$ cat config.mk
export PLATFORM = sky130hd
export DESIGN_NAME = cpgo_regs
export DESIGN_NICKNAME = d
export VERILOG_FILES = /design/src/pkg/cpgo_pkg.sv /design/src/core/cpgo_c13_path.sv /design/src/core/cpgo_regs.sv
export SDC_FILE = /design/constraint.sdc
export NUM_CORES = 1
export LEC_CHECK = 0
export ABC_CLOCK_PERIOD_IN_PS = 26900
export BUFFER_PORTS_ARGS = -buffer_cell sky130_fd_sc_hd__buf_2
export CAP_MARGIN = 20
export CORE_UTILIZATION = 29
export DETAILED_ROUTE_END_ITERATION = 8
export GPL_TIMING_DRIVEN = 0
export PLACE_DENSITY = 0.51
export SYNTH_ARGS = -nofsm -noshare
export SYNTH_HDL_FRONTEND = slang
export SYNTH_SLANG_ARGS = --single-unit
export TNS_END_PERCENT = 10
$ cat constraint.sdc
create_clock -name ref_clk -period 26.9 [get_ports ref_clk]
set_clock_uncertainty 0.1 [all_clocks]
set_input_delay 5.38 -clock ref_clk [delete_from_list [all_inputs] [get_ports ref_clk]]
set_output_delay 5.38 -clock ref_clk [all_outputs]
set_load 0.01 [all_outputs]
$ cat src/pkg/cpgo_pkg.sv
// constants shared by the channel power, gain and offset register bank
// assumes a wishbone classic master with 32-bit data and byte addresses
package cpgo_pkg;

    // register indices; byte address is four times the index
    localparam logic [7:0]  CPGO_IDX_PWR      = 8'h30;
    localparam logic [7:0]  CPGO_IDX_GAIN_OFS = 8'h31;
    localparam logic [7:0]  CPGO_IDX_OFS_COPY = 8'h32;
    localparam logic [7:0]  CPGO_IDX_CTRL     = 8'h40;
    localparam logic [7:0]  CPGO_IDX_STATUS   = 8'h41;

    localparam int unsigned CPGO_ADDR_W       = 12;
    localparam int unsigned CPGO_REG_W        = 16;

    // field positions
    localparam int unsigned CPGO_DSLEEP_LSB   = 12;
    localparam int unsigned CPGO_LSLEEP_LSB   = 8;
    localparam int unsigned CPGO_ASLEEP_LSB   = 4;
    localparam int unsigned CPGO_FLIP_LSB     = 0;
    localparam int unsigned CPGO_GAIN_LSB     = 11;
    localparam int unsigned CPGO_OFS_LSB      = 0;
    localparam int unsigned CPGO_CTRL_GAIN_EN = 0;
    localparam int unsigned CPGO_CTRL_OFS_EN  = 1;
    localparam int unsigned CPGO_STAT_DIFFER  = 0;
    localparam int unsigned CPGO_STAT_SAT     = 1;

    // values after reset
    localparam logic [15:0] CPGO_PWR_RST      = 16'h0000;
    localparam logic [15:0] CPGO_GAIN_OFS_RST = 16'h0000;
    localparam logic [15:0] CPGO_OFS_COPY_RST = 16'h0000;
    localparam logic [1:0]  CPGO_CTRL_RST     = 2'h0;

    // gain multiplier is unsigned fixed point with this many fraction bits
    localparam int unsigned CPGO_GAIN_FRAC    = 12;

    typedef enum logic [1:0] {
        CPGO_BUS_IDLE = 2'b01,
        CPGO_BUS_ACK  = 2'b10
    } cpgo_bus_state_t;

endpackage : cpgo_pkg

$ cat src/core/cpgo_c13_path.sv
// channel 13 digital gain and offset stage, one register of latency
// assumes signed samples synchronous to ref_clk and settings held stable
`timescale 1ns/1ps
module cpgo_c13_path #(
    parameter int unsigned DATA_W = 14,
    parameter int unsigned GAIN_W = 5,
    parameter int unsigned OFS_W  = 10
) (
    input  wire logic                     ref_clk,
    input  wire logic                     sys_rst,
    input  wire logic signed [DATA_W-1:0] sample_in,
    input  wire logic                     sample_valid,
    input  wire logic                     digital_gain_enable,
    input  wire logic                     digital_offset_enable,
    input  wire logic        [GAIN_W-1:0] c13_digital_gain,
    input  wire logic signed [OFS_W-1:0]  c13_digital_offset,
    output logic signed      [DATA_W-1:0] sample_out,
    output logic                          sample_out_valid,
    output logic                          saturated
);
    import cpgo_pkg::*;

    localparam int unsigned PROD_W = DATA_W + 15;
    localparam int unsigned SUM_W  = DATA_W + 4;

    // 10^(N*0.2/20) in Q12, N = 0..31
    function automatic logic [14:0] gain_factor(input logic [4:0] n);
        logic [14:0] f;
        f = 15'h1000;
        case (n)
            5'h00: f = 15'd4096;  5'h01: f = 15'd4191;  5'h02: f = 15'd4289;  5'h03: f = 15'd4389;
            5'h04: f = 15'd4491;  5'h05: f = 15'd4596;  5'h06: f = 15'd4703;  5'h07: f = 15'd4812;
            5'h08: f = 15'd4924;  5'h09: f = 15'd5039;  5'h0A: f = 15'd5157;  5'h0B: f = 15'd5277;
            5'h0C: f = 15'd5400;  5'h0D: f = 15'd5525;  5'h0E: f = 15'd5654;  5'h0F: f = 15'd5786;
            5'h10: f = 15'd5921;  5'h11: f = 15'd6058;  5'h12: f = 15'd6200;  5'h13: f = 15'd6344;
            5'h14: f = 15'd6492;  5'h15: f = 15'd6643;  5'h16: f = 15'd6798;  5'h17: f = 15'd6956;
            5'h18: f = 15'd7118;  5'h19: f = 15'd7284;  5'h1A: f = 15'd7453;  5'h1B: f = 15'd7627;
            5'h1C: f = 15'd7805;  5'h1D: f = 15'd7987;  5'h1E: f = 15'd8173;  5'h1F: f = 15'd8363;
            default: f = 15'h1000;
        endcase
        return f;
    endfunction : gain_factor

    logic        [14:0]       factor;
    logic signed [PROD_W-1:0] product;
    logic signed [SUM_W-1:0]  next_sum;
    logic signed [DATA_W-1:0] next_out;
    logic                     next_sat;

    always_comb begin
        factor = digital_gain_enable ? gain_factor(c13_digital_gain) : 15'h1000;
        product = PROD_W'(sample_in) * $signed({1'b0, factor[13:0]});
        next_sum = SUM_W'(product >>> CPGO_GAIN_FRAC);
        if (digital_offset_enable) begin
            next_sum = next_sum + SUM_W'(c13_digital_offset);
        end
        next_sat = 1'b0;
        next_out = next_sum[DATA_W-1:0];
        // clip rather than wrap, a wrapped echo reads as a bright artefact
        if (next_sum > SUM_W'(2**(DATA_W-1) - 1)) begin
            next_out = {1'b0, {(DATA_W-1){1'b1}}};
            next_sat = 1'b1;
        end else if (next_sum < -SUM_W'(2**(DATA_W-1))) begin
            next_out = {1'b1, {(DATA_W-1){1'b0}}};
            next_sat = 1'b1;
        end
    end

    always_ff @(posedge ref_clk or posedge sys_rst) begin
        if (sys_rst) begin
            sample_out <= '0;
            saturated <= 1'b0;
        end else if (sample_valid) begin
            sample_out <= next_out;
            saturated <= next_sat;
        end
    end

    always_ff @(posedge ref_clk or posedge sys_rst) begin
        if (sys_rst) begin
            sample_out_valid <= 1'b0;
        end else begin
            sample_out_valid <= sample_valid;
        end
    end

endmodule : cpgo_c13_path

$ cat src/core/cpgo_regs.sv
// power-down, output inversion, channel 13 gain and offset register bank
// assumes a wishbone classic master on ref_clk; samples are synchronous
`timescale 1ns/1ps
module cpgo_regs #(
    parameter int unsigned DATA_W  = 14,
    parameter int unsigned LINES   = 4,
    parameter int unsigned GAIN_W  = 5,
    parameter int unsigned OFS_W   = 10
) (
    input  wire logic                          ref_clk,
    input  wire logic                          sys_rst,
    // wishbone classic slave
    input  wire logic [cpgo_pkg::CPGO_ADDR_W-1:0] wb_adr_i,
    input  wire logic [31:0]                   wb_dat_i,
    input  wire logic [3:0]                    wb_sel_i,
    input  wire logic                          wb_we_i,
    input  wire logic                          wb_cyc_i,
    input  wire logic                          wb_stb_i,
    output logic      [31:0]                   wb_dat_o,
    output logic                               wb_ack_o,
    // channel 9..12 controls, bit 0 is channel or line 9
    output logic      [LINES-1:0]              digital_sleep,
    output logic      [LINES-1:0]              line_sleep,
    output logic      [LINES-1:0]              analog_sleep,
    // channel 9..12 output lines
    input  wire logic [LINES*DATA_W-1:0]       line_data_in,
    input  wire logic [LINES-1:0]              line_pattern_mode,
    output logic      [LINES*DATA_W-1:0]       line_data_out,
    // channel 13 sample path
    input  wire logic [DATA_W-1:0]             c13_sample_in,
    input  wire logic                          c13_sample_valid,
    output logic      [DATA_W-1:0]             c13_sample_out,
    output logic                               c13_sample_out_valid
);
    import cpgo_pkg::*;

    // stored registers
    logic [CPGO_REG_W-1:0]  pwr_ctrl;
    logic [CPGO_REG_W-1:0]  gain_ofs;
    logic [CPGO_REG_W-1:0]  ofs_copy;
    logic [1:0]             ctrl;

    // bus side
    cpgo_bus_state_t        bus_state;
    cpgo_bus_state_t        next_bus_state;
    logic                   bus_req;
    logic                   wr_take;
    logic [7:0]             req_idx;
    logic                   aligned;
    logic [31:0]            next_rd_data;

    // decoded fields
    logic                   digital_gain_enable;
    logic                   digital_offset_enable;
    logic [GAIN_W-1:0]      c13_digital_gain;
    logic [OFS_W-1:0]       c13_digital_offset;
    logic [OFS_W-1:0]       c13_offset_copy;
    logic                   copies_differ;
    logic                   c13_saturated;

    // index match, only on word-aligned addresses inside the decoded page
    function automatic logic hits(
        input logic [CPGO_ADDR_W-1:0] adr,
        input logic [7:0]             idx
    );
        logic ok;
        ok = (adr[1:0] == 2'h0) && (adr[CPGO_ADDR_W-1:10] == '0);
        return ok && (adr[9:2] == idx);
    endfunction : hits

    // byte-lane merge of a 16-bit register, lanes 2 and 3 carry nothing
    function automatic logic [CPGO_REG_W-1:0] merge16(
        input logic [CPGO_REG_W-1:0] old_val,
        input logic [31:0]           wdat,
        input logic [3:0]            sel
    );
        logic [CPGO_REG_W-1:0] v;
        v = old_val;
        if (sel[0]) begin
            v[7:0] = wdat[7:0];
        end
        if (sel[1]) begin
            v[15:8] = wdat[15:8];
        end
        return v;
    endfunction : merge16

    assign bus_req = wb_cyc_i && wb_stb_i;
    assign req_idx = wb_adr_i[9:2];
    assign aligned = (wb_adr_i[1:0] == 2'h0);

    // one wait state, ack in the cycle after the request is seen
    always_comb begin
        next_bus_state = bus_state;
        case (bus_state)
            CPGO_BUS_IDLE: begin
                if (bus_req) begin
                    next_bus_state = CPGO_BUS_ACK;
                end
            end
            CPGO_BUS_ACK: begin
                next_bus_state = CPGO_BUS_IDLE;
            end
            default: begin
                next_bus_state = CPGO_BUS_IDLE;
            end
        endcase
    end

    always_ff @(posedge ref_clk or posedge sys_rst) begin
        if (sys_rst) begin
            bus_state <= CPGO_BUS_IDLE;
        end else begin
            bus_state <= next_bus_state;
        end
    end

    always_ff @(posedge ref_clk or posedge sys_rst) begin
        if (sys_rst) begin
            wb_ack_o <= 1'b0;
        end else begin
            wb_ack_o <= (bus_state == CPGO_BUS_IDLE) && bus_req;
        end
    end

    // writes land on the edge that raises ack, exactly once per request
    assign wr_take = (bus_state == CPGO_BUS_IDLE) && bus_req && wb_we_i;

    always_ff @(posedge ref_clk or posedge sys_rst) begin
        if (sys_rst) begin
            pwr_ctrl <= CPGO_PWR_RST;
        end else if (wr_take && hits(wb_adr_i, CPGO_IDX_PWR)) begin
            pwr_ctrl <= merge16(pwr_ctrl, wb_dat_i, wb_sel_i);
        end
    end

    // unused bits are stored as written; software keeps them zero
    always_ff @(posedge ref_clk or posedge sys_rst) begin
        if (sys_rst) begin
            gain_ofs <= CPGO_GAIN_OFS_RST;
        end else if (wr_take && hits(wb_adr_i, CPGO_IDX_GAIN_OFS)) begin
            gain_ofs <= merge16(gain_ofs, wb_dat_i, wb_sel_i);
        end
    end

    always_ff @(posedge ref_clk or posedge sys_rst) begin
        if (sys_rst) begin
            ofs_copy <= CPGO_OFS_COPY_RST;
        end else if (wr_take && hits(wb_adr_i, CPGO_IDX_OFS_COPY)) begin
            ofs_copy <= merge16(ofs_copy, wb_dat_i, wb_sel_i);
        end
    end

    always_ff @(posedge ref_clk or posedge sys_rst) begin
        if (sys_rst) begin
            ctrl <= CPGO_CTRL_RST;
        end else if (wr_take && hits(wb_adr_i, CPGO_IDX_CTRL) && wb_sel_i[0]) begin
            ctrl <= wb_dat_i[1:0];
        end
    end

    // read mux, unmapped or misaligned addresses read zero
    always_comb begin
        next_rd_data = 32'h0000_0000;
        if (aligned && (wb_adr_i[CPGO_ADDR_W-1:10] == '0)) begin
            case (req_idx)
                CPGO_IDX_PWR: begin
                    next_rd_data = {16'h0000, pwr_ctrl};
                end
                CPGO_IDX_GAIN_OFS: begin
                    next_rd_data = {16'h0000, gain_ofs};
                end
                CPGO_IDX_OFS_COPY: begin
                    next_rd_data = {16'h0000, ofs_copy};
                end
                CPGO_IDX_CTRL: begin
                    next_rd_data = {30'h0000_0000, ctrl};
                end
                CPGO_IDX_STATUS: begin
                    next_rd_data = {30'h0000_0000, c13_saturated, copies_differ};
                end
                default: begin
                    next_rd_data = 32'h0000_0000;
                end
            endcase
        end
    end

    // read data is captured with ack so it stands only while ack does
    always_ff @(posedge ref_clk or posedge sys_rst) begin
        if (sys_rst) begin
            wb_dat_o <= 32'h0000_0000;
        end else if ((bus_state == CPGO_BUS_IDLE) && bus_req && !wb_we_i) begin
            wb_dat_o <= next_rd_data;
        end else begin
            wb_dat_o <= 32'h0000_0000;
        end
    end

    // field decode
    assign digital_gain_enable   = ctrl[CPGO_CTRL_GAIN_EN];
    assign digital_offset_enable = ctrl[CPGO_CTRL_OFS_EN];
    assign c13_digital_gain      = gain_ofs[CPGO_GAIN_LSB +: GAIN_W];
    assign c13_digital_offset    = gain_ofs[CPGO_OFS_LSB +: OFS_W];
    assign c13_offset_copy       = ofs_copy[CPGO_OFS_LSB +: OFS_W];

    // the copy is only checked, the data path uses the first register;
    // a mismatch means software skipped half of a paired update
    assign copies_differ = (c13_digital_offset != c13_offset_copy);

    // power-down levels, registered so they never glitch the supplies
    always_ff @(posedge ref_clk or posedge sys_rst) begin
        if (sys_rst) begin
            digital_sleep <= '0;
        end else begin
            digital_sleep <= pwr_ctrl[CPGO_DSLEEP_LSB +: LINES];
        end
    end

    always_ff @(posedge ref_clk or posedge sys_rst) begin
        if (sys_rst) begin
            line_sleep <= '0;
        end else begin
            line_sleep <= pwr_ctrl[CPGO_LSLEEP_LSB +: LINES];
        end
    end

    always_ff @(posedge ref_clk or posedge sys_rst) begin
        if (sys_rst) begin
            analog_sleep <= '0;
        end else begin
            analog_sleep <= pwr_ctrl[CPGO_ASLEEP_LSB +: LINES];
        end
    end

    // per-line output stage
    for (genvar i = 0; i < LINES; i++) begin : g_line
        logic [DATA_W-1:0] raw;
        logic [DATA_W-1:0] next_word;
        logic              flip;

        assign raw  = line_data_in[i*DATA_W +: DATA_W];
        assign flip = pwr_ctrl[CPGO_FLIP_LSB + i];

        always_comb begin
            next_word = raw;
            if (pwr_ctrl[CPGO_LSLEEP_LSB + i] || pwr_ctrl[CPGO_DSLEEP_LSB + i]) begin
                // a sleeping line or a channel in digital sleep sends nothing
                next_word = '0;
            end else if (line_pattern_mode[i]) begin
                next_word = raw;
            end else if (flip) begin
                next_word = ~raw;
            end
        end

        always_ff @(posedge ref_clk or posedge sys_rst) begin
            if (sys_rst) begin
                line_data_out[i*DATA_W +: DATA_W] <= '0;
            end else begin
                line_data_out[i*DATA_W +: DATA_W] <= next_word;
            end
        end
    end

    cpgo_c13_path #(
        .DATA_W (DATA_W),
        .GAIN_W (GAIN_W),
        .OFS_W  (OFS_W)
    ) u_c13 (
        .ref_clk               (ref_clk),
        .sys_rst               (sys_rst),
        .sample_in             (c13_sample_in),
        .sample_valid          (c13_sample_valid),
        .digital_gain_enable   (digital_gain_enable),
        .digital_offset_enable (digital_offset_enable),
        .c13_digital_gain      (c13_digital_gain),
        .c13_digital_offset    (c13_digital_offset),
        .sample_out            (c13_sample_out),
        .sample_out_valid      (c13_sample_out_valid),
        .saturated             (c13_saturated)
    );

endmodule : cpgo_regs

# After elaboration in Yosys (flattened, before gate mapping)
# Memory sizes are Yosys's and may differ from the RTL's.
# Index checks and enable logic that the tools add are counted.
[word_totals]
rom_bits = 448
ff_bits = 169
word_cells = 87
output_inout_bits = 116
inputBits = 128
mem_count = 1
[op_classes]
mux = 23
n_reduce_logical = 27
mul = 1
n_lt_le_gt_ge = 2
n_bitwise = 4
n_eq_ne = 8
add_sub_neg = 1
[memory_table]
columns = ["memory", "words", "width", "read_ports", "rd_clocked_by_memory_dff", "wr", "line_no", "rtl"]
rows = [
  ["(no name shown)", 32, 14, 1, 0, 0, "cpgo_c13_path.sv:30", "case (n)"],
]
[ops]
columns = ["cell", "n"]
rows = [
  ["$mux 14", 15],
  ["$pmux 16 s5", 1],
  ["$not 14->14", 4],
  ["$mux 32", 1],
  ["$mul 14x15->29", 1],
  ["$eq 8x6->1 const B", 3],
  ["$add 17x10->18", 1],
  ["$gt 18x14->1 const B", 1],
  ["$lt 18x14->1 const B", 1],
  ["$mux 18", 1],
  ["$eq 8x7->1 const B", 2],
  ["$mux 16", 1],
  ["$logic_and 1x1->1", 14],
  ["$reduce_and 2->1", 6],
  ["$ne 10x10->1", 1],
  ["$logic_not 2->1", 2],
  ["$logic_or 1x1->1", 4],
  ["$mux 2", 2],
  ["$eq 2x1->1 const B", 1],
  ["$mux 1", 2],
  ["$ne 2x2->1 const B", 1],
  ["$logic_not 1->1", 1],
]

# Depth between registers and ports, before layout
# Gate-level depths: netlist (run 1).
# An unclocked memory read counts as a cell.
[logic_depth]
word_depth = 8
depth_mapped = 44
ltp_nobuf = 41

# Cells and area by module
# Synthesis (run 1) repeated with hierarchy kept, for this count alone.
[unflattened]
hier_cells = 1599
area_unflattened_um2 = 15197.1
[by_module_without_submodules]
columns = ["module", "cells_per_inst", "area_per_inst_um2", "seq_area_each_um2", "n_inst"]
rows = [
  ["cpgo_c13_path", 1145, 9411.5, 400.4, 1],
  ["cpgo_regs", 454, 5785.5, 3429.5, 1],
]

# Least setup slack after synthesis (run 1)
# Ideal clock, no wire load.
[synth_path]
path_kind = "input to register"
from = "input port c13_sample_in[5]"
to = "register u_c13.sample_out[0]"
t_required_ns = 26.734
path_slack_ns = 13.663
path_buffers = 2
cell_stages = 31
arrival_ns = 13.071
cell_sequence = "clkbuf_1 -> nand2_1 -> fa_1 -> fa_1 -> fa_1 -> inv_1 -> fa_1 -> fa_1 -> fa_1 -> ha_1 -> a21o_1 -> a31o_2 -> or2_2 -> nand3_1 -> nand2_1 -> a21oi_1 -> inv_1 -> a21oi_1 -> xnor2_1 -> ha_1 -> nand4_1 -> nor2_1 -> a311oi_1 -> xnor2_1 -> nor2_1 -> a2111oi_4 -> o21ai_2 -> o211a_1 -> nor4_4 -> buf_6 -> a221o_1"
[synth_via]
elab_chain_cells = 6
word_cells_on_any_way = 7
cone_classes = "add/sub: 1; mul: 1; order compare: 2; mux: 3"
[synth_lines]
columns = ["item", "line_no", "rtl"]
rows = [
  ["start: declaration", "cpgo_regs.sv:30", "input wire logic [DATA_W-1:0] c13_sample_in,"],
  ["$mul 14x15->29 *", "cpgo_c13_path.sv:52", "product = PROD_W'(sample_in) * $signed({1'b0, factor[13:0]});"],
  ["$add 17x10->18", "cpgo_c13_path.sv:55", "next_sum = next_sum + SUM_W'(c13_digital_offset);"],
  ["$mux 18 *", "cpgo_c13_path.sv:54", "if (digital_offset_enable) begin"],
  ["$lt 18x14->1", "cpgo_c13_path.sv:63", "end else if (next_sum < -SUM_W'(2**(DATA_W-1))) begin"],
  ["$mux 14", "cpgo_c13_path.sv:63", ""],
  ["$mux 14 *", "cpgo_c13_path.sv:60", "if (next_sum > SUM_W'(2**(DATA_W-1) - 1)) begin"],
  ["end signal: assignment", "cpgo_c13_path.sv:74", "sample_out <= next_out;"],
  ["end: declaration", "cpgo_c13_path.sv:17", "output logic signed [DATA_W-1:0] sample_out,"],
]
# Every way passes the cells marked *; elsewhere a longest branch is shown, timed or not.
# A chain may end at the register's enable or synchronous reset.

# Final worst setup path (run 1)
[layout_path]
from = "input port c13_sample_in[5]"
to = "register u_c13.sample_out[6]"
# Same word-level chain as after synthesis.

==> parameters.txt, run 1 <==
Parameter                              Value

Power
  Internal ... approximately 430 uW
  IR Drop Worst-Case VDD ... 0.0406 mV
  Leakage Power ... approximately 0.0088 uW
  Share of power burned in the clock network ... a little under two fifths
  Net Switching ... about 190 uW
  Switching fraction of total power ... a little over 30%
  Power density over cell area ... about 36 nW/um2
  Combinational share of power ... 24.4%
  Fraction of power consumed by sequential logic ... between 30% and 40%

Detailed routing
  DRT Pass-1 Iters ... 6
  Initial drt markers ... 663
  Remaining antenna violation count after routing ... 0
  Via count ... 11.9k
  Routed via count divided by cell count ... roughly 4.8
  Aggregate routed wire length ... roughly 44,000 um
  Wirelength per Cell ... approximately 18 um
  Remaining design rule violation count ... 0

Final layout
  Fraction of layout instances using a drive strength above 1 ... 19.3%
  Commonest cells after routing, fill and taps aside ... sky130_fd_sc_hd__buf_2 (217), sky130_fd_sc_hd__inv_1 (161), sky130_fd_sc_hd__dfrtp_1 (152), sky130_fd_sc_hd__nand2_1 (149), sky130_fd_sc_hd__fa_1 (142)
  Nets@finish ... 2,222
  Most frequent standard cell in the layout excluding fill and tap cells ... sky130_fd_sc_hd__buf_2
  P&R area growth vs syn ... 17.1%
  Final design area excluding fillers ... about 18,000 um2

Clock tree
  Latest clock arrival within the worst-skew pair ... roughly 0.43 ns
  Number of hold buffers added after CTS ... 0
  CTS Root Cell ... sky130_fd_sc_hd__clkbuf_16
  Number of buffers between clock root and the deepest sink ... 2
  Post-CTS Setup Bufs ... 0
  Total CTS buffers ... 17
  Clock sinks ... between 150 and 200
  Cts repair resizes ... 0
  TritonCTS clock tree ... built
  CTS H-tree depth ... 4
  Clock Pin Slew Worst Setup and Hold Paths ... 0.06 ns

Die
  Die height ... ~230 um
  Starting utilization of the core area ... approximately 30%
  Top-level port count ... 244
  Width of the die ... around 230 um
  Cell Rows ... 82
  Die area ... roughly 53,000 um2
  CORE AREA ... between 50,000 and 60,000 um2

Hold path
  Path category of the worst min-delay check ... flip-flop to flip-flop
  Count of cells along the worst hold path ... 0

Worst setup path
  Slowest Stage Delay on Critical Path ... approximately 0.62 ns
  Reg-to-reg critical path endpoint ... u_c13.sample_out[6]
  Worst-case reg-to-reg path depth ... 36
  R2r startpoint ... gain_ofs[12]
  Timing startpoint of the critical path ... c13_sample_in[5]
  Critical setup path kind ... input pin to flip-flop
  Critical-path cell with the highest stage delay ... sky130_fd_sc_hd__fa_1
  Crit path top cell by count ... sky130_fd_sc_hd__fa_1
  Worst-path maximum fanout ... 10
  Required time at the worst-slack endpoint ... 27.16 ns
  Kind of launch point of the worst setup path ... input pin
  Arrival time of data at the critical path endpoint ... 14.36 ns
  Kind of end point of the critical path ... flip-flop
  Crit path to ... u_c13.sample_out[6]
  Worst R2R Setup Slack ... ~15 ns

Synth
  Netlist area before placement ... 15,000 um2
  Distinct cell type count of the synthesized netlist ... 80
  Complex-gate fraction of the synthesized area ... ~11%
  Total of flip-flops plus latches after synthesis ... approximately 150
  Cells after Synth ... between 1.5k and 2k
  Mean post-synth cell area ... 9.56 um2
  Area share of the largest cell type after synthesis ... around a quarter
  Xor and xnor area share after synthesis ... 5.55%
  Adder-cell share of the synthesized area ... a little under a third
  Top_reg_cell synth ... sky130_fd_sc_hd__dfrtp_1
  Number of synthesized flops with an enable pin ... 0
  Yosys synthesis warning count ... 0
  Leading post-synthesis cells by cell area ... sky130_fd_sc_hd__dfrtp_1 (25%), sky130_fd_sc_hd__fa_1 (19%), sky130_fd_sc_hd__ha_1 (11%), sky130_fd_sc_hd__xnor2_1 (4.3%), sky130_fd_sc_hd__inv_1 (4.1%)
  Mux share of post-synthesis cell area ... under 10%
  Sequential area share after synthesis ... roughly 26%
  Largest area contributor in the synthesized netlist ... sky130_fd_sc_hd__dfrtp_1
  Largest family of logic cells by synthesized area ... adder cells
  Fraction of registers with async set/reset ... 100%
  Post-synthesis share of cell area spent on and, or, nand and nor gates ... about 16%

Timing
  Relative max-transition margin ... around two fifths
  Count of endpoints failing hold in the final timing report ... 0
  Total negative slack ... 0 ns
  Actual transition at the worst max-transition pin ... slightly below 0.9 ns
  RSZ-0062 raised after global routing ... no
  Max Clk Rate ... 0.0709 GHz
  Pins Over Slew Limit ... 0
  Final-report setup violation count ... 0
  Minimum clock period after layout ... 14.10 ns
  Share of the clock period used by the worst path ... between 50% and 60%

GRT
  Maximum number of pins on one net before global-route repair ... 82
  Initial antenna violation count ... 5
  Via count of the first global-routing pass ... about 12k
  Global-route wire length before repair ... roughly 70,000 um
  GRT Total Usage ... 16.9%
  Grt ovf ... 0

Placement
  Routability congestion estimate from global placement ... roughly 0.87
  Post-DP HPWL ... about 36,000 um
  I/O Buffers ... roughly 210
  Post-detailed-placement cell area ... around 17,000 um2

Status
  Result of the run ... finished clean

Run
  Number of max-capacitance violations reported ... 0
[critical path: cells and delay by family]
kind | cells | cell delay (ns)
buffers and inverters | 5 | 0.95
adder cells (fa/ha/maj) | 8 | 3.81
AO/OA/AOI/OAI | 10 | 2.66
XOR/XNOR | 2 | 0.32
AND/OR/NAND/NOR | 7 | 1.21
[Yosys cell counts (4+ instances only)]
cell type / number
sky130_fd_sc_hd__inv_1: 162
sky130_fd_sc_hd__nor2b_1: 17
sky130_fd_sc_hd__nor3_1: 13
sky130_fd_sc_hd__or3_1: 4
sky130_fd_sc_hd__nor2_1: 111
sky130_fd_sc_hd__a211oi_1: 9
sky130_fd_sc_hd__nor4_1: 6
sky130_fd_sc_hd__a211o_1: 4
sky130_fd_sc_hd__a21oi_1: 56
sky130_fd_sc_hd__mux2i_1: 7
sky130_fd_sc_hd__nand3_1: 15
sky130_fd_sc_hd__nand4_1: 9
sky130_fd_sc_hd__clkbuf_1: 72
sky130_fd_sc_hd__buf_4: 17
sky130_fd_sc_hd__o21ai_0: 49
sky130_fd_sc_hd__xnor2_1: 74
sky130_fd_sc_hd__and3_1: 39
sky130_fd_sc_hd__nand2_1: 149
sky130_fd_sc_hd__a31o_2: 4
sky130_fd_sc_hd__o21a_1: 6
sky130_fd_sc_hd__o211ai_1: 8
sky130_fd_sc_hd__and2_1: 72
sky130_fd_sc_hd__o211a_1: 5
sky130_fd_sc_hd__a311oi_1: 5
sky130_fd_sc_hd__a31oi_1: 7
sky130_fd_sc_hd__a222oi_1: 7
sky130_fd_sc_hd__a221o_1: 14
sky130_fd_sc_hd__a21o_1: 19
sky130_fd_sc_hd__buf_2: 5
sky130_fd_sc_hd__mux2_2: 53
sky130_fd_sc_hd__dfrtp_1: 152
sky130_fd_sc_hd__ha_1: 134
sky130_fd_sc_hd__xor2_1: 21
sky130_fd_sc_hd__a22oi_1: 11
sky130_fd_sc_hd__o31ai_1: 4
sky130_fd_sc_hd__or2_2: 9
sky130_fd_sc_hd__nand2b_1: 16
sky130_fd_sc_hd__fa_1: 142
[final cells by class]
| type | instances | area [um2] |
|---|---|---|
| Clock inverter | 12 | 116 |
| Clock buffer | 19 | 443 |
| Tap cell | 672 | 841 |
| Antenna cell | 2 | 5.00 |
| Inverter | 166 | 628 |
| Multi-Input combinational cell | 1166 | 10100 |
| Buffer | 100 | 469 |
| Fill cell | 5236 | 33000 |
| Sequential cell | 153 | 3830 |
| Timing Repair Buffer | 214 | 1100 |
[sequential cells by signal (all words and copies together) (netlist names)]
name	flops
analog_sleep	4
pwr_ctrl	16
gain_ofs	16
digital_sleep	4
ctrl	2
line_data_out	56
ofs_copy	16
wb_dat_o	16
line_sleep	4
u_c13.saturated	1
bus_state	2
wb_ack_o	1
u_c13.sample_out	14
u_c13.sample_out_valid	1
[worst min-delay path by stage]
stage	end	slack (ns)	start
6_report	analog_sleep[3]	0.31	pwr_ctrl[7]
5_1_grt	analog_sleep[3]	0.33	pwr_ctrl[7]
4_1_cts	analog_sleep[3]	0.31	pwr_ctrl[7]
3_5_place_dp	analog_sleep[3]	0.30	pwr_ctrl[7]
3_3_place_gp	line_sleep[2]	0.30	pwr_ctrl[10]
2_1_floorplan	analog_sleep[0]	0.27	pwr_ctrl[4]
[per-layer routing]
| metal | GRT usage, % | wire length, um | up-vias |
|---|---|---|---|
| li1 | - | - | 5683 |
| met1 | 22.4 | 19700 | 5848 |
| met2 | 27.8 | 20700 | 316 |
| met3 | 3.08 | 2380 | 56 |
| met4 | 5.46 | 1060 | 6 |
| met5 | 0 | 44 | - |
[cells by family (layout without fill, tap and decap cells)]
kind of cell	Yosys count	in the layout
xor gates and xnor gates	95	95
muxes	61	61
adders and majority gates	276	276
other	1	18
buffers and inverters	266	511
and+or+nand+nor	481	481
AOI/OAI and AO/OA	237	237
DFF	153	153
[metrics by stage]
stage	util (%)	std cells	hold WS, ns	setup slack [ns]	total power [uW]
after floorplan	-	1585	0.269	13.66	347
after global placement	33.5	2466	0.301	12.41	398
after detailed placement	33.6	2471	0.296	12.41	400
after CTS	34.7	2502	0.305	12.82	633
after global routing	34.7	2503	0.330	12.29	659
final	34.7	2504	0.306	12.80	626
[power by group through the flow]
stage                     Sequential, uW  Combinational [uW]  Clock [uW]
after global placement               248                 150           0
after floorplan                      252                95.4           0
after CTS                            244                 154         235
after detailed placement             248                 153           0
after global routing                 244                 170         244
final                                243                 153         230
Power figures use the tool's default switching activity.
==> run 2, diff against run 1 <==
ABC_CLOCK_PERIOD_IN_PS = 12000   (was 26900)
PLACE_DENSITY = 0.52   (was 0.51)
clock period = 12 ns   (was 26.9 ns; I/O delays follow)
==> run 2 against run 1 <==
Against the previous run: core utilization rose by 0.16 points; critical path depth rose by 7; via count rose by 1.1%; worst hold slack improved by 0.0081 ns; first-iteration DRC count fell by 3.9%; clock power rose by 140%; final area rose by 0.46%; cell count barely moved; power rose by 130%; wire length fell by 1.2%; sequential power rose by 120%; critical path type is now flip-flop to flip-flop; critical endpoint is now u_c13.sample_out[3]; largest cell class unchanged; highest routed layer unchanged.
==> parameters.txt, run 2 (synthesis gave the netlist of run 1 again) <==
Parameter                              Value

Final layout
  Multi-input logic area ... 10,200 um2 (was 10,100 um2)
  Flip-flop count of the largest register after layout ... 56 (unchanged)
  Most frequent standard cell in the layout excluding fill and tap cells ... sky130_fd_sc_hd__buf_2 (unchanged)
  Register ranked first by flip-flop count ... line_data_out (unchanged)
  Fraction of layout instances using a drive strength above 1 ... 19.6% (was 19.3%)
  P&R area growth vs syn ... 17.6% (was 17.1%)
  Nets@finish ... 2,222 (unchanged)
  Sequential cell area ... 3830 um2 (unchanged)
  Filler cell count in the final layout ... 5,191 (was 5,236)
  Commonest cells after routing, fill and taps aside ... sky130_fd_sc_hd__buf_2 (217), sky130_fd_sc_hd__inv_1 (161), sky130_fd_sc_hd__dfrtp_1 (152), sky130_fd_sc_hd__nand2_1 (149), sky130_fd_sc_hd__fa_1 (142) (unchanged)
  Diodes inserted ... 0 (was 2)

GRT
  Maximum number of pins on one net before global-route repair ... 84 (was 82)
  Via count of the first global-routing pass ... 12.4k (about the same)
  GRT Total Usage ... 16.7% (was 16.9%)
  Grt ovf ... 0 (unchanged)
  Global-route wire length before repair ... 68,800 um (was 69,700 um)
  Initial antenna violation count ... 4 (was 5)

Power
  Power consumption ... 1450 uW (was 626 uW)
  Power density over cell area ... 82.1 nW/um2 (was 35.6 nW/um2)
  Internal ... 1010 uW (was 432 uW)
  Leakage Power ... 0.00886 uW (was 0.00883 uW)
  Combinational share of power ... 23.5% (was 24.4%)
  Fraction of power consumed by sequential logic ... 37.7% (was 38.9%)
  Switching fraction of total power ... 30.5% (was 30.9%)
  IR Drop Worst-Case VDD ... 0.0865 mV (was 0.0406 mV)
  Net Switching ... 441 uW (was 193 uW)
  Share of power burned in the clock network ... 38.8% (was 36.7%)

Worst setup path
  Crit path top cell by count ... sky130_fd_sc_hd__fa_1 (unchanged)
  Worst-path maximum fanout ... 10 (unchanged)
  R2r startpoint ... gain_ofs[14] (was gain_ofs[12])
  Kind of launch point of the worst setup path ... flip-flop (was input pin)
  Kind of end point of the critical path ... flip-flop (unchanged)
  Timing startpoint of the critical path ... gain_ofs[14] (was c13_sample_in[5])
  Required time at the worst-slack endpoint ... 12.27 ns (was 27.16 ns)
  Critical setup path kind ... flip-flop to flip-flop (was input pin to flip-flop)
  Slowest Stage Delay on Critical Path ... 0.55 ns (was 0.62 ns)
  Critical-path cell with the highest stage delay ... sky130_fd_sc_hd__fa_1 (unchanged)
  Arrival time of data at the critical path endpoint ... 11.43 ns (was 14.36 ns)

Clock tree
  Latest clock arrival within the worst-skew pair ... 0.44 ns (was 0.43 ns)
  Number of hold buffers added after CTS ... 0 (unchanged)
  Clock Pin Slew Worst Setup and Hold Paths ... 0.06 ns (about the same)
  CTS H-tree depth ... 4 (unchanged)
  Cts repair resizes ... 0 (unchanged)
  CTS Root Cell ... sky130_fd_sc_hd__clkbuf_16 (unchanged)
  Number of buffers between clock root and the deepest sink ... 2 (unchanged)
  Clock sinks ... 153 (unchanged)
  Total CTS buffers ... 17 (unchanged)
  Post-CTS Setup Bufs ... 0 (unchanged)
  TritonCTS clock tree ... built (unchanged)

Detailed routing
  Remaining antenna violation count after routing ... 0 (unchanged)
  DRT Pass-1 Iters ... 5 (was 6)
  Via count ... 12.0k (was 11.9k)
  Routed via count divided by cell count ... 4.81 (was 4.76)
  Wirelength per Cell ... 17.4 um (was 17.6 um)
  Initial drt markers ... 637 (was 663)
  Aggregate routed wire length ... 43,400 um (was 44,000 um)
  Remaining design rule violation count ... 0 (unchanged)

Hold path
  Path category of the worst min-delay check ... flip-flop to flip-flop (unchanged)
  Startpoint of the tightest hold check path ... pwr_ctrl[7] (unchanged)

Timing
  Final-report setup violation count ... 0 (unchanged)
  Actual transition at the worst max-transition pin ... 0.817 ns (was 0.882 ns)
  Share of the clock period used by the worst path ... 93.0%
  Max Clk Rate ... about 0.09 GHz
  Minimum clock period after layout ... roughly 11 ns
  RSZ-0062 raised after global routing ... no (unchanged)
  Pins Over Slew Limit ... 0 (unchanged)
  Total negative slack ... 0 ns (unchanged)
  Relative max-transition margin ... 45.3% (was 40.7%)
  Count of endpoints failing hold in the final timing report ... 0 (unchanged)

Die
  Width of the die ... 229 um (unchanged)
  Starting utilization of the core area ... 29.7% (unchanged)
  Die area ... 52,700 um2 (unchanged)
  CORE AREA ... 50,600 um2 (unchanged)
  Cell Rows ... 82 (unchanged)
  Top-level port count ... 244 (unchanged)
  Die height ... 229 um (unchanged)

Status
  Result of the run ... finished clean (unchanged)

Placement
  Routability congestion estimate from global placement ... 0.881 (was 0.875)
  I/O Buffers ... 209 (unchanged)
  Post-DP HPWL ... 36,000 um (was 36,400 um)

Run
  Number of max-capacitance violations reported ... 0 (unchanged)
run 2: changes by cell type in the layout (fill, tap and decap cells not counted), sizes merged:
cell,before,now
clkbuf,92,89
buf,241,242
bufinv,1,3
inv,167,166
clkinvlp,3,4
diode,2,0
run 2: worst max-delay path: cells and delay by family, from the launching register on:
family	cells	cell delay, ns
flops	1	0.34
fa+ha+maj	8	3.73
simple gates	7	0.95
buf+inv	9	1.99
xor+xnor	2	0.59
compound gates	13	3.36
run 2: layer usage:
metal | up-vias | global-route usage, % | part of all wire, %
li1 | 5693 | - | -
met1 | 5937 | 22.0 | 44
met2 | 338 | 27.0 | 47
met3 | 63 | 3.09 | 5.4
met4 | 8 | 6.25 | 3.0
met5 | - | 0 | 0.14
run 2: final timing paths:
| check | cells past startpoint | slack [ns] | to |
|---|---|---|---|
| setup / recovery | 39 | 0.84 | u_c13.sample_out[3] |
| min in group asynchronous | 2 | 1.95 | line_data_out[52] |
| hold reg to reg | 0 | 0.31 | analog_sleep[3] |
| setup reg to reg | 39 | 0.84 | u_c13.sample_out[3] |
| max in group asynchronous | 3 | 9.02 | line_data_out[51] |
| hold / removal | 0 | 0.31 | analog_sleep[3] |
run 2: area by class of cell:
cell class                 count  share of cell area [%]
clock buffer                  17                    2.41
inverter                     166                    3.56
timing repair buffer         215                    6.25
tap                          672                    4.76
sequential                   153                    21.7
clock inverter                14                    1.10
multi-input combinational   1166                    57.6
buffer                        99                    2.64
run 2: power by group through the flow:
stage	registers (uW)	clock network [uW]	logic [uW]
floorplan	565	0	214
global placement	556	0	336
detailed placement	556	0	341
CTS	547	574	343
global route	548	594	379
finish	546	563	340
run 2: metrics by stage:
stage	utilization [%]	setup WS [ns]	cell area [um2]	instances	hold WS [ns]
floorplan	-	1.74	15100	1585	0.269
global placement	33.5	0.263	16900	2466	0.296
detailed placement	33.6	0.467	17000	2472	0.300
CTS	34.9	0.404	17600	2503	0.320
global route	34.9	0.0928	17700	2502	0.333
finish	34.9	0.843	17700	2502	0.314
